File: config.mk
export PLATFORM = sky130hd
export DESIGN_NAME = ctmc_mode_ctrl
export DESIGN_NICKNAME = d
export VERILOG_FILES = /design/src/core/ctmc_pkg.sv /design/src/core/ctmc_mode_ctrl.sv /design/src/core/ctmc_wake_detect.sv
export VERILOG_INCLUDE_DIRS = /design/src /design/src/core
export SDC_FILE = /design/constraint.sdc
export NUM_CORES = 1
export LEC_CHECK = 0
export ABC_CLOCK_PERIOD_IN_PS = 3530
export BUFFER_PORTS_ARGS = -buffer_cell sky130_fd_sc_hd__buf_4
export CAP_MARGIN = 20
export CORE_AREA = 2 2 122 124
export CTS_BUF_LIST = sky130_fd_sc_hd__clkbuf_8
export CTS_CLUSTER_SIZE = 8
export DETAILED_ROUTE_END_ITERATION = 8
export DIE_AREA = 0 0 124 126
export PLACE_DENSITY = 0.41
export SYNTH_ARGS = -nofsm -noshare
export SYNTH_HDL_FRONTEND = slang
export SYNTH_HIERARCHICAL = 1
export SYNTH_SLANG_ARGS = --single-unit
File: constraint.sdc
create_clock -name i_mclk -period 3.53 [get_ports i_mclk]
set_input_delay 0.706 -clock i_mclk [delete_from_list [all_inputs] [get_ports i_mclk]]
set_output_delay 0.706 -clock i_mclk [all_outputs]
set_load 0.01 [all_outputs]
File: src/core/ctmc_consts.svh
// Constants for the transceiver mode control block.
`ifndef CTMC_CONSTS_SVH
`define CTMC_CONSTS_SVH
`define CTMC_CLK_MHZ 100
`define CTMC_MODE_W 2
`define CTMC_MODE_OFF 2'h0
`define CTMC_MODE_WAKE 2'h1
`define CTMC_MODE_NORMAL 2'h2
`define CTMC_MODE_RXONLY 2'h3
`define CTMC_SYS_W 3
`define CTMC_SYS_NORMAL 3'h0
`define CTMC_SYS_STOP 3'h1
`define CTMC_SYS_SLEEP 3'h2
`define CTMC_SYS_RESTART 3'h3
`define CTMC_SYS_FAILSAFE 3'h4
`define CTMC_EN_TIME_US 10
`define CTMC_EN_CYC ((`CTMC_EN_TIME_US * `CTMC_CLK_MHZ))
`define CTMC_TO_TIME_US 1000
`define CTMC_TO_CYC ((`CTMC_TO_TIME_US * `CTMC_CLK_MHZ))
`define CTMC_WAKE_TIME_NS 500
`define CTMC_WAKE_CYC ((`CTMC_WAKE_TIME_NS * `CTMC_CLK_MHZ + 999) / 1000)
`endif

File: src/core/ctmc_pkg.sv
// Types shared by the transceiver mode control block.
package ctmc_pkg;
  typedef enum logic [1:0] {
    CTMC_ST_OFF,
    CTMC_ST_WAKE,
    CTMC_ST_NORMAL,
    CTMC_ST_RXONLY
  } ctmc_state_t;
  typedef struct packed {
    logic bus_drive_en;
    logic bus_dominant;
    logic bias_half;
    logic bias_gnd;
  } ctmc_bus_ctrl_t;
endpackage : ctmc_pkg

File: src/core/ctmc_mode_ctrl.sv
// Transceiver mode control and digital pin path.
// Operation
// - Power-up starts in off mode; off allowed always; bus pins high impedance.
// - Off mode ignores bus activity for wake and raises no wake indication.
// - Mode is chosen by the serial mode field, but failsafe or leaving normal/stop forces wake-capable; no pin selection.
// - Normal mode enabled in normal system mode, kept in normal and stop.
// - Normal mode biases the bus at half the transceiver supply.
// - Normal mode drives the bus from the transmit input; low is dominant.
// - Low input during enable time sends nothing until next fresh dominant bit.
// - Receive output shows the differential bus state while reception is active.
// - Receive-only disables the driver, keeps reception and bias; normal or stop.
// - Paths carry bus signalling up to 2 Mbaud.
// - Wake-capable mode: a bus wake drives receive output low until mode change or the system enters a low-power mode.
// - Mode field reads back wake-capable value after a bus wake.
// - Dominant time-out disables transmitter, sets fault, recovers on release.
`timescale 1ns/10ps
`include "ctmc_consts.svh"
module ctmc_mode_ctrl #(
  parameter logic [`CTMC_MODE_W-1:0] MODE_OFF = `CTMC_MODE_OFF,
  parameter logic [`CTMC_MODE_W-1:0] MODE_WAKE = `CTMC_MODE_WAKE,
  parameter logic [`CTMC_MODE_W-1:0] MODE_NORMAL = `CTMC_MODE_NORMAL,
  parameter logic [`CTMC_MODE_W-1:0] MODE_RXONLY = `CTMC_MODE_RXONLY,
  parameter int EN_CYC = `CTMC_EN_CYC,
  parameter int TO_CYC = `CTMC_TO_CYC
) (
  input wire logic i_mclk,
  input wire logic i_rst,
  input wire logic [`CTMC_MODE_W-1:0] i_mode_field,
  input wire logic i_mode_write,
  input wire logic [`CTMC_SYS_W-1:0] i_sys_mode,
  input wire logic i_transmit_input_pin,
  input wire logic i_bus_diff_dom,
  input wire logic i_fault_clear,
  output logic o_receive_pin,
  output ctmc_pkg::ctmc_bus_ctrl_t o_bus,
  output logic [`CTMC_MODE_W-1:0] o_mode_readback,
  output logic o_wake_flag,
  output logic o_dom_fault
);
  // ----------------------------------------------------------------
  // Input synchronisers
  // ----------------------------------------------------------------
  logic [1:0] txd_sync_reg;
  logic [1:0] bus_sync_reg;
  logic txd_dom;
  logic bus_dom;
  // Both pins are asynchronous; at 100 MHz two stages add 20 ns, far below a 2 Mbaud bit.
  always_ff @(posedge i_mclk or posedge i_rst) begin
    if (i_rst) begin
      txd_sync_reg <= 2'h3;
      bus_sync_reg <= 2'h0;
    end else begin
      txd_sync_reg <= {txd_sync_reg[0], i_transmit_input_pin};
      bus_sync_reg <= {bus_sync_reg[0], i_bus_diff_dom};
    end
  end
  assign txd_dom = !txd_sync_reg[1];
  assign bus_dom = bus_sync_reg[1];

  // ----------------------------------------------------------------
  // Mode state
  // ----------------------------------------------------------------
  ctmc_pkg::ctmc_state_t state_reg;
  ctmc_pkg::ctmc_state_t state_next;
  logic [`CTMC_MODE_W-1:0] field_reg;
  logic sys_active;
  logic sys_lowpwr;
  logic sys_mode_prev_lowpwr_reg;
  assign sys_active = (i_sys_mode == `CTMC_SYS_NORMAL) || (i_sys_mode == `CTMC_SYS_STOP);
  assign sys_lowpwr = (i_sys_mode == `CTMC_SYS_STOP) || (i_sys_mode == `CTMC_SYS_SLEEP) ||
                      (i_sys_mode == `CTMC_SYS_FAILSAFE);

  always_comb begin
    state_next = state_reg;
    if (i_mode_write) begin
      if (i_mode_field == MODE_OFF) begin
        state_next = ctmc_pkg::CTMC_ST_OFF;
      end else if (i_mode_field == MODE_WAKE) begin
        state_next = ctmc_pkg::CTMC_ST_WAKE;
      end else if (i_mode_field == MODE_NORMAL) begin
        if (i_sys_mode == `CTMC_SYS_NORMAL) begin
          state_next = ctmc_pkg::CTMC_ST_NORMAL;
        end
      end else if (i_mode_field == MODE_RXONLY) begin
        if (sys_active) begin
          state_next = ctmc_pkg::CTMC_ST_RXONLY;
        end
      end
    end else if (i_sys_mode == `CTMC_SYS_FAILSAFE) begin
      state_next = ctmc_pkg::CTMC_ST_WAKE;
    end else if (!sys_active && (state_reg == ctmc_pkg::CTMC_ST_NORMAL ||
                                 state_reg == ctmc_pkg::CTMC_ST_RXONLY)) begin
      state_next = ctmc_pkg::CTMC_ST_WAKE;
    end
  end

  always_ff @(posedge i_mclk or posedge i_rst) begin
    if (i_rst) begin
      state_reg <= ctmc_pkg::CTMC_ST_OFF;
    end else begin
      state_reg <= state_next;
    end
  end

  // Field readback follows the next mode state, so wake-capable still reads back after a wake.
  always_ff @(posedge i_mclk or posedge i_rst) begin
    if (i_rst) begin
      field_reg <= MODE_OFF;
    end else begin
      case (state_next)
        ctmc_pkg::CTMC_ST_OFF: field_reg <= MODE_OFF;
        ctmc_pkg::CTMC_ST_WAKE: field_reg <= MODE_WAKE;
        ctmc_pkg::CTMC_ST_NORMAL: field_reg <= MODE_NORMAL;
        ctmc_pkg::CTMC_ST_RXONLY: field_reg <= MODE_RXONLY;
        default: field_reg <= MODE_OFF;
      endcase
    end
  end

  // ----------------------------------------------------------------
  // Enable time and first dominant bit
  // ----------------------------------------------------------------
  logic [15:0] en_cnt_reg;
  logic tx_armed_reg;
  logic entering_normal;
  assign entering_normal = (state_next == ctmc_pkg::CTMC_ST_NORMAL) &&
                           (state_reg != ctmc_pkg::CTMC_ST_NORMAL);
  always_ff @(posedge i_mclk or posedge i_rst) begin
    if (i_rst) begin
      en_cnt_reg <= 16'h0000;
    end else if (entering_normal) begin
      en_cnt_reg <= 16'(EN_CYC);
    end else if (en_cnt_reg != 16'h0000) begin
      en_cnt_reg <= en_cnt_reg - 16'h0001;
    end
  end
  // Transmission is armed only by a recessive input after the enable time, so a
  // dominant level already held then is never put on the bus.
  always_ff @(posedge i_mclk or posedge i_rst) begin
    if (i_rst) begin
      tx_armed_reg <= 1'b0;
    end else if (state_reg != ctmc_pkg::CTMC_ST_NORMAL || entering_normal) begin
      tx_armed_reg <= 1'b0;
    end else if (en_cnt_reg == 16'h0000 && !txd_dom) begin
      tx_armed_reg <= 1'b1;
    end
  end

  // ----------------------------------------------------------------
  // Dominant time-out
  // ----------------------------------------------------------------
  logic [31:0] to_cnt_reg;
  logic to_active_reg;
  always_ff @(posedge i_mclk or posedge i_rst) begin
    if (i_rst) begin
      to_cnt_reg <= 32'h00000000;
      to_active_reg <= 1'b0;
    end else if (state_reg != ctmc_pkg::CTMC_ST_NORMAL || !txd_dom) begin
      to_cnt_reg <= 32'h00000000;
      to_active_reg <= 1'b0;
    end else if (to_cnt_reg >= 32'(TO_CYC)) begin
      to_active_reg <= 1'b1;
    end else begin
      to_cnt_reg <= to_cnt_reg + 32'h00000001;
    end
  end
  // The fault stays until cleared; a new time-out in the clearing cycle wins.
  always_ff @(posedge i_mclk or posedge i_rst) begin
    if (i_rst) begin
      o_dom_fault <= 1'b0;
    end else if (to_active_reg) begin
      o_dom_fault <= 1'b1;
    end else if (i_fault_clear) begin
      o_dom_fault <= 1'b0;
    end
  end

  // ----------------------------------------------------------------
  // Wake detection
  // ----------------------------------------------------------------
  logic wake_arm;
  logic wake_hit;
  logic rearm_reg;
  assign wake_arm = (state_reg == ctmc_pkg::CTMC_ST_WAKE) && !o_wake_flag;
  ctmc_wake_detect u_wake (
    .i_mclk(i_mclk),
    .i_rst(i_rst),
    .i_arm(wake_arm),
    .i_bus_dom(bus_dom),
    .o_wake(wake_hit)
  );
  always_ff @(posedge i_mclk or posedge i_rst) begin
    if (i_rst) begin
      sys_mode_prev_lowpwr_reg <= 1'b0;
    end else begin
      sys_mode_prev_lowpwr_reg <= sys_lowpwr;
    end
  end
  assign rearm_reg = sys_lowpwr && !sys_mode_prev_lowpwr_reg;
  // Wake stays latched until the mode changes or the system enters a low-power mode.
  always_ff @(posedge i_mclk or posedge i_rst) begin
    if (i_rst) begin
      o_wake_flag <= 1'b0;
    end else if (state_reg != ctmc_pkg::CTMC_ST_WAKE) begin
      o_wake_flag <= 1'b0;
    end else if (wake_hit) begin
      o_wake_flag <= 1'b1;
    end else if (rearm_reg || state_next != ctmc_pkg::CTMC_ST_WAKE) begin
      o_wake_flag <= 1'b0;
    end
  end

  // ----------------------------------------------------------------
  // Registered pin outputs
  // ----------------------------------------------------------------
  logic rx_active;
  assign rx_active = (state_reg == ctmc_pkg::CTMC_ST_NORMAL) ||
                     (state_reg == ctmc_pkg::CTMC_ST_RXONLY);
  always_ff @(posedge i_mclk or posedge i_rst) begin
    if (i_rst) begin
      o_bus <= '0;
      o_receive_pin <= 1'b1;
      o_mode_readback <= MODE_OFF;
    end else begin
      o_mode_readback <= field_reg;
      o_bus.bias_half <= rx_active;
      o_bus.bias_gnd <= (state_reg == ctmc_pkg::CTMC_ST_WAKE);
      o_bus.bus_drive_en <= (state_reg == ctmc_pkg::CTMC_ST_NORMAL) && tx_armed_reg &&
                            !to_active_reg;
      o_bus.bus_dominant <= (state_reg == ctmc_pkg::CTMC_ST_NORMAL) && txd_dom && tx_armed_reg &&
                            !to_active_reg;
      if (rx_active) begin
        o_receive_pin <= !bus_dom;
      end else if (state_reg == ctmc_pkg::CTMC_ST_WAKE && o_wake_flag) begin
        o_receive_pin <= 1'b0;
      end else begin
        o_receive_pin <= 1'b1;
      end
    end
  end
endmodule : ctmc_mode_ctrl

File: src/core/ctmc_wake_detect.sv
// Bus wake-up pattern detector: two dominant phases split by a recessive one.
`timescale 1ns/10ps
`include "ctmc_consts.svh"
module ctmc_wake_detect #(
  parameter int FILT_CYC = `CTMC_WAKE_CYC
) (
  input wire logic i_mclk,
  input wire logic i_rst,
  input wire logic i_arm,
  input wire logic i_bus_dom,
  output logic o_wake
);
  logic [15:0] cnt_reg;
  logic prev_reg;
  logic [1:0] phase_reg;
  // Counts how long the bus has held its present level.
  always_ff @(posedge i_mclk or posedge i_rst) begin
    if (i_rst) begin
      cnt_reg <= 16'h0000;
      prev_reg <= 1'b0;
    end else begin
      prev_reg <= i_bus_dom;
      if (!i_arm || prev_reg != i_bus_dom) begin
        cnt_reg <= 16'h0000;
      end else if (cnt_reg != 16'hFFFF) begin
        cnt_reg <= cnt_reg + 16'h0001;
      end
    end
  end
  // Phases seen: 1 dominant, 2 dominant+recessive, 3 pattern complete.
  always_ff @(posedge i_mclk or posedge i_rst) begin
    if (i_rst) begin
      phase_reg <= 2'h0;
    end else if (!i_arm) begin
      phase_reg <= 2'h0;
    end else if (prev_reg != i_bus_dom && cnt_reg >= 16'(FILT_CYC)) begin
      if (prev_reg && phase_reg == 2'h0) begin
        phase_reg <= 2'h1;
      end else if (!prev_reg && phase_reg == 2'h1) begin
        phase_reg <= 2'h2;
      end else if (prev_reg && phase_reg == 2'h2) begin
        phase_reg <= 2'h3;
      end
    end
  end
  assign o_wake = (phase_reg == 2'h3);
endmodule : ctmc_wake_detect

==> flow_summary.toml, run 1 <==
[synthesis]
synth_edf_count = 0
synth_compound_area_share_pct = 13.91
synth.distinct_cells = 65
async_reset_ff_share_pct = 100.0
yosys-mux-area-fraction_pct = 0.4766
synth-adder-area-share_pct = 1.787
ys.warnings.count = 6
synth_top_family_by_area = "simple AND/OR/NAND/NOR gates"
yosysSeqAreaShare_pct = 51.33
syn_inst = 400
synthSimpleGateAreaFrac_pct = 24.87
syn-num-nets = 417
netlist_area_um2 = 4200
ys_ff_latch = 86
synthXorXnorAreaFrac_pct = 4.379
syn_avg_cell_area_um2 = 10.50
synth_top_flop_cell = "dfrtp_1"

[clocking]
cts_max_path_buffers = 2
cts_num_sinks = 86
htreeDepth = 3
path_clk_slew_ps = 90
hold_buffers = 0
cts_tree = "built"
post_cts_buffers = 0
cts_resized = 0
clkLatencyLatePin_ps = 370
cts_buffers = 9
cts_root_buffer = "clkbuf_8"

[worst_setup_path]
cp-end-kind = "flop"
critPathBufInv = 1
worstPathCellList = "nor4_1 -> nand4_1 -> a21oi_1 -> buf_4 -> a31oi_1 -> a41o_1"
critPathMaxStageDelay_ps = 570
path_class = "reg2reg"
cp_top_family = "simple AND/OR/NAND/NOR gates"
arrival_ps = 2490
cp.required_ps = 3800
crit_fanout = 11
start_kind = "flop"
cp_slowest_cell = "nand4_1"

[sta]
finalCritPeriodShare_pct = 63.05
finalHoldViolations = 0
max_freq_mhz = 449.3
skew_ps = 10.19
relSlewSlack_pct = 30.72
finalSetupTns_ps = 0
worst_pin_slew_ps = 1032
rsz0062_at_grt = "false"
setup_viol = 0
drv_slew = 0
fin_crit_ps = 2226

[die]
die_x_um = 124
num_rows = 44
initial_core_util_pct = 29.34
die_h_um = 126
die_area_um2 = 15620
core_area_um2 = 14310
io-pin-count = 20

[power_and_ir_drop]
power_frac_seq_pct = 52.2
powerDensity_nw_per_um2 = 468.0
clock_power_share_pct = 34.4
ir_drop_mv = 0.1528
p_int_mw = 1.589
p_total_mw = 2.221
p_sw_share_pct = 28.48
p_switching_uw = 632.6
p_leak_nw = 1.964
p_comb_share_pct = 13.4

[grt]
grt.overflow.total = 0
grt_pass1_wl_mm = 14.94
grt_pass1_vias = 2908
antenna_found_initial = 0
grt_max_degree = 29
grt_usage_pct = 12.29

[routing]
drt_iter0_markers = 212
wirelength_mm = 8.646
ant_nets = 0
drtPass1Iterations = 4
via_per_inst = 4.911
wire_per_inst_um = 14.20
drc = 0
vias = 2991

[final_layout]
fin_area_um2 = 4746
finish.net_count = 437
multi_input_area_um2 = 1908
fill_cells = 1446
final_layout_size_suffix_gt1_share_pct = 15.29
largest_register_ffs = 32
seqCellArea_um2 = 2156
final_cell_mix = "dfrtp_1, nor2_1, nand2_1, buf_4, and2_1"
final_common_cell = "dfrtp_1"
area_delta_synth_final_pct = 12.99
antenna_cells = 0

[min_path]
min_path_type = "in2async"

[place]
gp_congestion = 0.7368
place_area_um2 = 4531
dpl.hpwl_mm = 5.902
portBuffers = 19

[outcome]
outcome = "finished, final reports clean"

[flow_run]
drv_cap = 0
[area by class of cell]
cell class	instances	area share, %
clock inverters	7	1.925
flip-flops and latches	86	45.43
clock buffers	9	2.610
well taps	184	4.851
inverters	15	1.186
repair buffers	24	3.796
multi-input cells	284	40.21
[through the flow]
stage | util [%] | setup WS (ps) | hold slack, ps | std cells
3_3_place_gp | 31.65 | 1247 | 337.4 | 593
5_1_grt | 33.16 | 1115 | 360.1 | 609
2_1_floorplan | - | 1146 | 331.2 | 400
4_1_cts | 33.16 | 1260 | 351.0 | 609
3_5_place_dp | 31.65 | 1152 | 340.4 | 593
6_report | 33.16 | 1304 | 347.4 | 609
[power groups by stage]
stage	registers [mW]	logic (mW)	clock network (mW)
6_report	1.16	0.297	0.765
5_1_grt	1.18	0.342	0.851
4_1_cts	1.16	0.302	0.806
3_5_place_dp	1.18	0.301	0
3_3_place_gp	1.18	0.296	0
2_1_floorplan	1.15	0.236	0
[synth_stat cells (all sizes together), types with 5 or more instances]
| master | n | area (um2) |
|---|---|---|
| a2111oi | 5 | 70.07 |
| a211oi | 10 | 85.08 |
| a21oi | 14 | 70.07 |
| a31oi | 6 | 37.54 |
| and2 | 19 | 118.9 |
| and3 | 6 | 37.54 |
| buf | 7 | 48.79 |
| clkbuf | 8 | 31.28 |
| dfrtp | 83 | 2077 |
| ha | 6 | 75.07 |
| inv | 15 | 56.30 |
| nand2 | 24 | 90.09 |
| nand3 | 13 | 70.07 |
| nand4 | 12 | 96.34 |
| nor2 | 39 | 156.4 |
| nor2b | 6 | 37.54 |
| nor3 | 9 | 45.04 |
| nor4 | 13 | 123.9 |
| o21a | 7 | 52.55 |
| o21ai | 17 | 85.08 |
| o31ai | 5 | 37.54 |
| or3 | 8 | 51.30 |
| or4 | 6 | 52.55 |
| xnor2 | 12 | 105.1 |
| xor2 | 9 | 78.83 |
[kinds of logic (layout without fill, tap and decap cells)]
kind of cell	Yosys count	count (layout)
AO/OA/AOI/OAI	80	80
XOR/XNOR	21	21
adder cells (fa/ha/maj)	6	6
buffers and inverters	30	55
flip-flops	86	86
multiplexers	2	2
AND/OR/NAND/NOR	175	175
[per-layer routing]
metal  track usage [%]  up-vias  wire (um)
li1                  -     1497          -
met1             17.54     1460       4424
met2             17.81       24       3848
met3             3.397       10        226
met4             4.362        0        147
met5                 0        -          0
[final timing paths]
check	startpoint	endpoint	slack [ps]	depth (start not counted)
max in group asynchronous	i_rst	txd_sync_reg[0]	2410	3
min in group i_mclk	txd_sync_reg[0]	txd_sync_reg[1]	360	0
setup reg to reg	to_cnt_reg[19]	to_cnt_reg[11]	1300	6
setup / recovery	to_cnt_reg[19]	to_cnt_reg[11]	1300	6
hold / removal	i_rst	o_bus[1]	350	2
hold reg to reg	txd_sync_reg[0]	txd_sync_reg[1]	360	0
Power figures use the tool's default switching activity.
==> run 2, diff against run 1 <==
--- a/config.mk
+++ b/config.mk
@@ -6,7 +6,7 @@
 export SDC_FILE = /design/constraint.sdc
 export NUM_CORES = 1
 export LEC_CHECK = 0
-export ABC_CLOCK_PERIOD_IN_PS = 3530
+export ABC_CLOCK_PERIOD_IN_PS = 2150
 export BUFFER_PORTS_ARGS = -buffer_cell sky130_fd_sc_hd__buf_4
 export CAP_MARGIN = 20
 export CORE_AREA = 2 2 122 124
==> constraint.sdc (replaced) <==
create_clock -name i_mclk -period 2.15 [get_ports i_mclk]
set_input_delay 0.43 -clock i_mclk [delete_from_list [all_inputs] [get_ports i_mclk]]
set_output_delay 0.43 -clock i_mclk [all_outputs]
set_load 0.01 [all_outputs]
==> run 2 against run 1 <==
Against the previous run: first-iteration DRC count down 2.4%; critical path type unchanged; via count grew 2.3%; non-clock buffer count up 14; register-to-register slack worse by 1100 ps; largest power group unchanged; largest cell class unchanged.
==> flow_summary.toml, run 2 (synthesis gave the netlist of run 1 again) <==
[worst_setup_path]
critPathMaxStageDelay_ps = 420
critPathBufInv = 1
start_kind = "flop"
arrival_ps = 2170
crit_fanout = 7
reg2reg_to = "to_cnt_reg[9]"
rr_startpoint = "to_cnt_reg[11]"
critPathCapture = "to_cnt_reg[9]"
path_depth = 6
cp-end-kind = "flop"
reg2reg_depth = 6
path_class = "reg2reg"
startpoint = "to_cnt_reg[11]"
worstPathCellList = "nor4_1 -> o21ai_2 -> buf_4 -> a2111oi_2 -> xnor2_1 -> nor2_1"
cp.required_ps = 2390
cp_top_family = "compound AO/OA/AOI/OAI gates"
cp_slowest_cell = "dfrtp_1"
reg2reg_setup_slack_ps = 220

[grt]
grt_pass1_wl_mm = 15.56
antenna_found_initial = 0
grt_usage_pct = 12.66
grt_pass1_vias = 3119
grt_max_degree = 68
grt.overflow.total = 0

[power_and_ir_drop]
p_switching_mw = 1.024
p_comb_share_pct = 14.3
clock_power_share_pct = 33.8
p_int_mw = 2.643
powerDensity_nw_per_um2 = 753.7
p_sw_share_pct = 27.93
ir_drop_mv = 0.2371
p_total_mw = 3.668
p_leak_nw = 2.047
power_frac_seq_pct = 51.9

[sta]
finalHoldViolations = 0
drv_slew = 0
relSlewSlack_pct = 63.13
finalWorstSetupSlack_ps = 220.5
finalCritPeriodShare_pct = 89.74
fin_crit_ps = 1929
fin_hold_ws_ps = 110.8
setup_viol = 0
skew_ps = 10.89
max_freq_mhz = 518.3
finalSetupTns_ps = 0
rsz0062_at_grt = "false"
worst_pin_slew_ps = 549.4

[min_path]
min_path_type = "in2async"

[final_layout]
antenna_cells = 0
finish.net_count = 451
final_cell_mix = "dfrtp_1, nor2_1, buf_4"
largest_register_ffs = 32
area_delta_synth_final_pct = 15.85
fin_cells = 623
fin_area_um2 = 4866
final_layout_size_suffix_gt1_share_pct = 18.45
fin_util_pct = 33.99
final_common_cell = "dfrtp_1"

[routing]
drc = 0
drtPass1Iterations = 4
wirelength_mm = 8.736
ant_nets = 0
vias = 3061
wire_per_inst_um = 14.02
via_per_inst = 4.913
drt_iter0_markers = 207

[die]
die_area_um2 = 15620
die_x_um = 124
core_area_um2 = 14310
num_rows = 44
io-pin-count = 20
initial_core_util_pct = 29.34
die_h_um = 126

[clocking]
clkLatencyLatePin_ps = 370
cts_root_buffer = "clkbuf_8"
cts_num_sinks = 86
htreeDepth = 3
cts_tree = "built"
hold_buffers = 0
cts_buffers = 9
post_cts_buffers = 0
path_clk_slew_ps = 80
cts_resized = 0
cts_max_path_buffers = 2

[place]
dpl.hpwl_mm = 5.916
place_area_um2 = 4641
gp_congestion = 0.7360
portBuffers = 19
dp_cells = 606
place_worst_setup_slack_ps = 176.7

[outcome]
outcome = "finished, final reports clean"

[flow_run]
drv_cap = 0
## run 2: cell types whose count changed in the layout (fill, tap and decap cells not counted)
cell | before | now
buf_12 | 0 | 1
o21ai_1 | 2 | 1
o21ai_2 | 0 | 1
clkinv_2 | 0 | 2
inv_1 | 16 | 15
clkinvlp_4 | 2 | 1
buf_4 | 24 | 37
## run 2: routing by layer
metal | routed length (um) | GRT usage (%) | share of wire (%) | vias to the layer above
li1 | - | - | - | 1518
met1 | 4184 | 16.65 | 48 | 1511
met2 | 4160 | 19.62 | 48 | 22
met3 | 268 | 4.212 | 3.1 | 10
met4 | 122 | 4.098 | 1.4 | 0
met5 | 0 | 0 | 0 | -
## run 2: how the worst min path moves through the flow
stage	endpoint	start	cells after the start	slack, ps
2_1_floorplan	bus_sync_reg[1]	bus_sync_reg[0]	0	330
4_1_cts	u_wake/cnt_reg[15]	i_rst	3	90
3_5_place_dp	o_mode_readback[1]	field_reg[1]	0	340
5_1_grt	u_wake/cnt_reg[15]	i_rst	3	120
6_report	u_wake/cnt_reg[15]	i_rst	3	110
3_3_place_gp	o_mode_readback[1]	field_reg[1]	0	340
## run 2: worst reg2reg max path, cell delays in order (launching register included)
cell	delay, ps
dfrtp_1	420
nor4_1	410
o21ai_2	210
buf_4	210
a2111oi_2	330
xnor2_1	160
nor2_1	60
## run 2: power by group through the flow
stage                     registers, mW  logic (mW)  clock network [mW]
final                              1.90       0.525                1.24
after global routing               1.93       0.603                1.38
after CTS                          1.90       0.536                1.31
after detailed placement           1.93       0.534                   0
after global placement             1.93       0.532                   0
after floorplan                    1.89       0.387                   0
## run 2: final cells by class
class / count / area [um2]
flip-flops and latches: 86 / 2156
clock buffers: 9 / 123.9
clock inverters: 7 / 90.09
repair buffers: 38 / 297.8
inverters: 15 / 56.30
fillers: 1449 / 9448
well taps: 184 / 230.2
multi-input cells: 284 / 1912
==> run 3, diff against run 2 <==
--- a/config.mk
+++ b/config.mk
@@ -14,6 +14,7 @@
 export CTS_CLUSTER_SIZE = 8
 export DETAILED_ROUTE_END_ITERATION = 8
 export DIE_AREA = 0 0 124 126
+export HOLD_SLACK_MARGIN = 0.15
 export PLACE_DENSITY = 0.41
 export SYNTH_ARGS = -nofsm -noshare
 export SYNTH_HDL_FRONTEND = slang
==> run 3 against run 2 <==
Against the previous run: largest power group unchanged; clock skew is essentially flat; critical path depth is the same; combinational power grew 1%; critical path type unchanged; power grew 0.10%.
==> flow_summary.toml, run 3 (synthesis gave the netlist of run 1 again) <==
[outcome]
outcome = "finished, final reports clean"

[die]
io-pin-count = 20
die_area_um2 = 15620
die_h_um = 126
core_area_um2 = 14310
die_x_um = 124
initial_core_util_pct = 29.34
num_rows = 44

[worst_setup_path]
startpoint = "to_cnt_reg[11]"
cp.required_ps = 2390
worstPathCellList = "nor4_1 -> o21ai_2 -> buf_4 -> a2111oi_2 -> xnor2_1 -> nor2_1"
crit_fanout = 7
cp-end-kind = "flop"
arrival_ps = 2170
cp_slowest_cell = "dfrtp_1"
start_kind = "flop"
path_class = "reg2reg"
rr_startpoint = "to_cnt_reg[11]"
critPathMaxStageDelay_ps = 420

[clocking]
cts_num_sinks = 86
cts_root_buffer = "clkbuf_8"
cts_max_path_buffers = 2
cts_tree = "built"
clkLatencyLatePin_ps = 370
path_clk_slew_ps = 90
htreeDepth = 3
cts_buffers = 9

[final_layout]
area_delta_synth_final_pct = 16.56
final_layout_size_suffix_gt1_share_pct = 18.33
final_cell_mix = "dfrtp_1, nor2_1, buf_4"
final_common_cell = "dfrtp_1"
antenna_cells = 0
finish.net_count = 454
largest_register_ffs = 32
fill_cells = 1449

[sta]
drv_slew = 0
relSlewSlack_pct = 63.13
finalCritPeriodShare_pct = 89.73
finalSetupTns_ps = 0
finalHoldViolations = 0
setup_viol = 0
fin_crit_ps = 1929
max_freq_mhz = 518.3
skew_ps = 10.96
fin_hold_ws_ps = 227.7
rsz0062_at_grt = "false"
worst_pin_slew_ps = 549.4

[min_path]
hold_start = "i_fault_clear"
min_path_type = "in2reg"

[grt]
grt_pass1_vias = 3126
grt.overflow.total = 0
grtUsageMet1_pct = 16.65
grt_usage_pct = 12.66
grt-busiest-layer = "met2"
grt.met3_usage_pct = 4.212
antenna_found_initial = 0
grt_pass1_wl_mm = 15.57
use_met2_pct = 19.62
grt_max_degree = 68

[routing]
drt_iter0_markers = 188
wirelength_mm = 8.744
vias = 3052
wire_per_inst_um = 13.97
drtPass1Iterations = 4
via_per_inst = 4.875
ant_nets = 0
drc = 0

[power_and_ir_drop]
p_leak_nw = 2.060
powerDensity_nw_per_um2 = 749.9
ir_drop_mv = 0.2360

[flow_run]
drv_cap = 0

[place]
portBuffers = 19
dpl.hpwl_mm = 5.916
gp_congestion = 0.7360
==> run 3: cell count changes in the layout (fill, tap and decap cells not counted) <==
cell and delta:
dlygate4sd3_1 +3
==> run 3: cell type report <==
class | instances | area, um2 | area share (%)
repair buffers | 41 | 327.8 | 6.696
clock inverters | 7 | 90.09 | 1.840
well taps | 184 | 230.2 | 4.702
clock buffers | 9 | 123.9 | 2.530
flip-flops and latches | 86 | 2156 | 44.03
inverters | 15 | 56.30 | 1.150
multi-input cells | 284 | 1912 | 39.05
==> run 3: where the power goes <==
group / switching [mW] / internal (mW)
combinational: 0.281 / 0.248
sequential: 0.152 / 1.75
clock: 0.591 / 0.648
total: 1.02 / 2.65
==> run 3: repair_timing <==
| item | 4_1_cts | 5_1_grt |
|---|---|---|
| gates resized for setup | 0 | 1 |
| endpoints found under the setup margin | 0 | 1 |
| hold buffers | 3 | 0 |
| setup buffers | 0 | 0 |
| endpoints found under the hold margin | 76 | 0 |
==> run 3: routing by layer <==
metal | vias up | wire length [um]
met5 | - | 0
met2 | 20 | 4154
met1 | 1495 | 4200
met4 | 0 | 122
met3 | 10 | 267
li1 | 1527 | -
==> run 3: path summary, 6_finish.rpt <==
kind | to | slack, ps | cells after the start
min in group asynchronous | u_wake/cnt_reg[15] | 670 | 4
max in group asynchronous | txd_sync_reg[1] | 1130 | 4
worst min register to register | o_mode_readback[1] | 360 | 0
worst max register to register | to_cnt_reg[9] | 220 | 6
worst max-delay path | to_cnt_reg[9] | 220 | 6
worst min-delay path | o_dom_fault | 230 | 2
==> run 3: critical path: cells and delay by family (launching register included) <==
kind	cells	cell delay [ps]
simple gates	2	470
buf+inv	1	210
xor+xnor	1	160
flops	1	420
compound gates	2	540
==> run 3: through the flow <==
step	cells	power, mW	setup slack (ps)	cell area (um2)	util (%)
finish	626	3.671	220.8	4896	34.20
detailed placement	606	2.466	176.7	4641	32.42
floorplan	400	2.275	41.81	4200	-
global placement	606	2.462	171.5	4641	32.42
CTS	625	3.749	172.2	4885	34.13
global route	626	3.917	64.10	4896	34.20
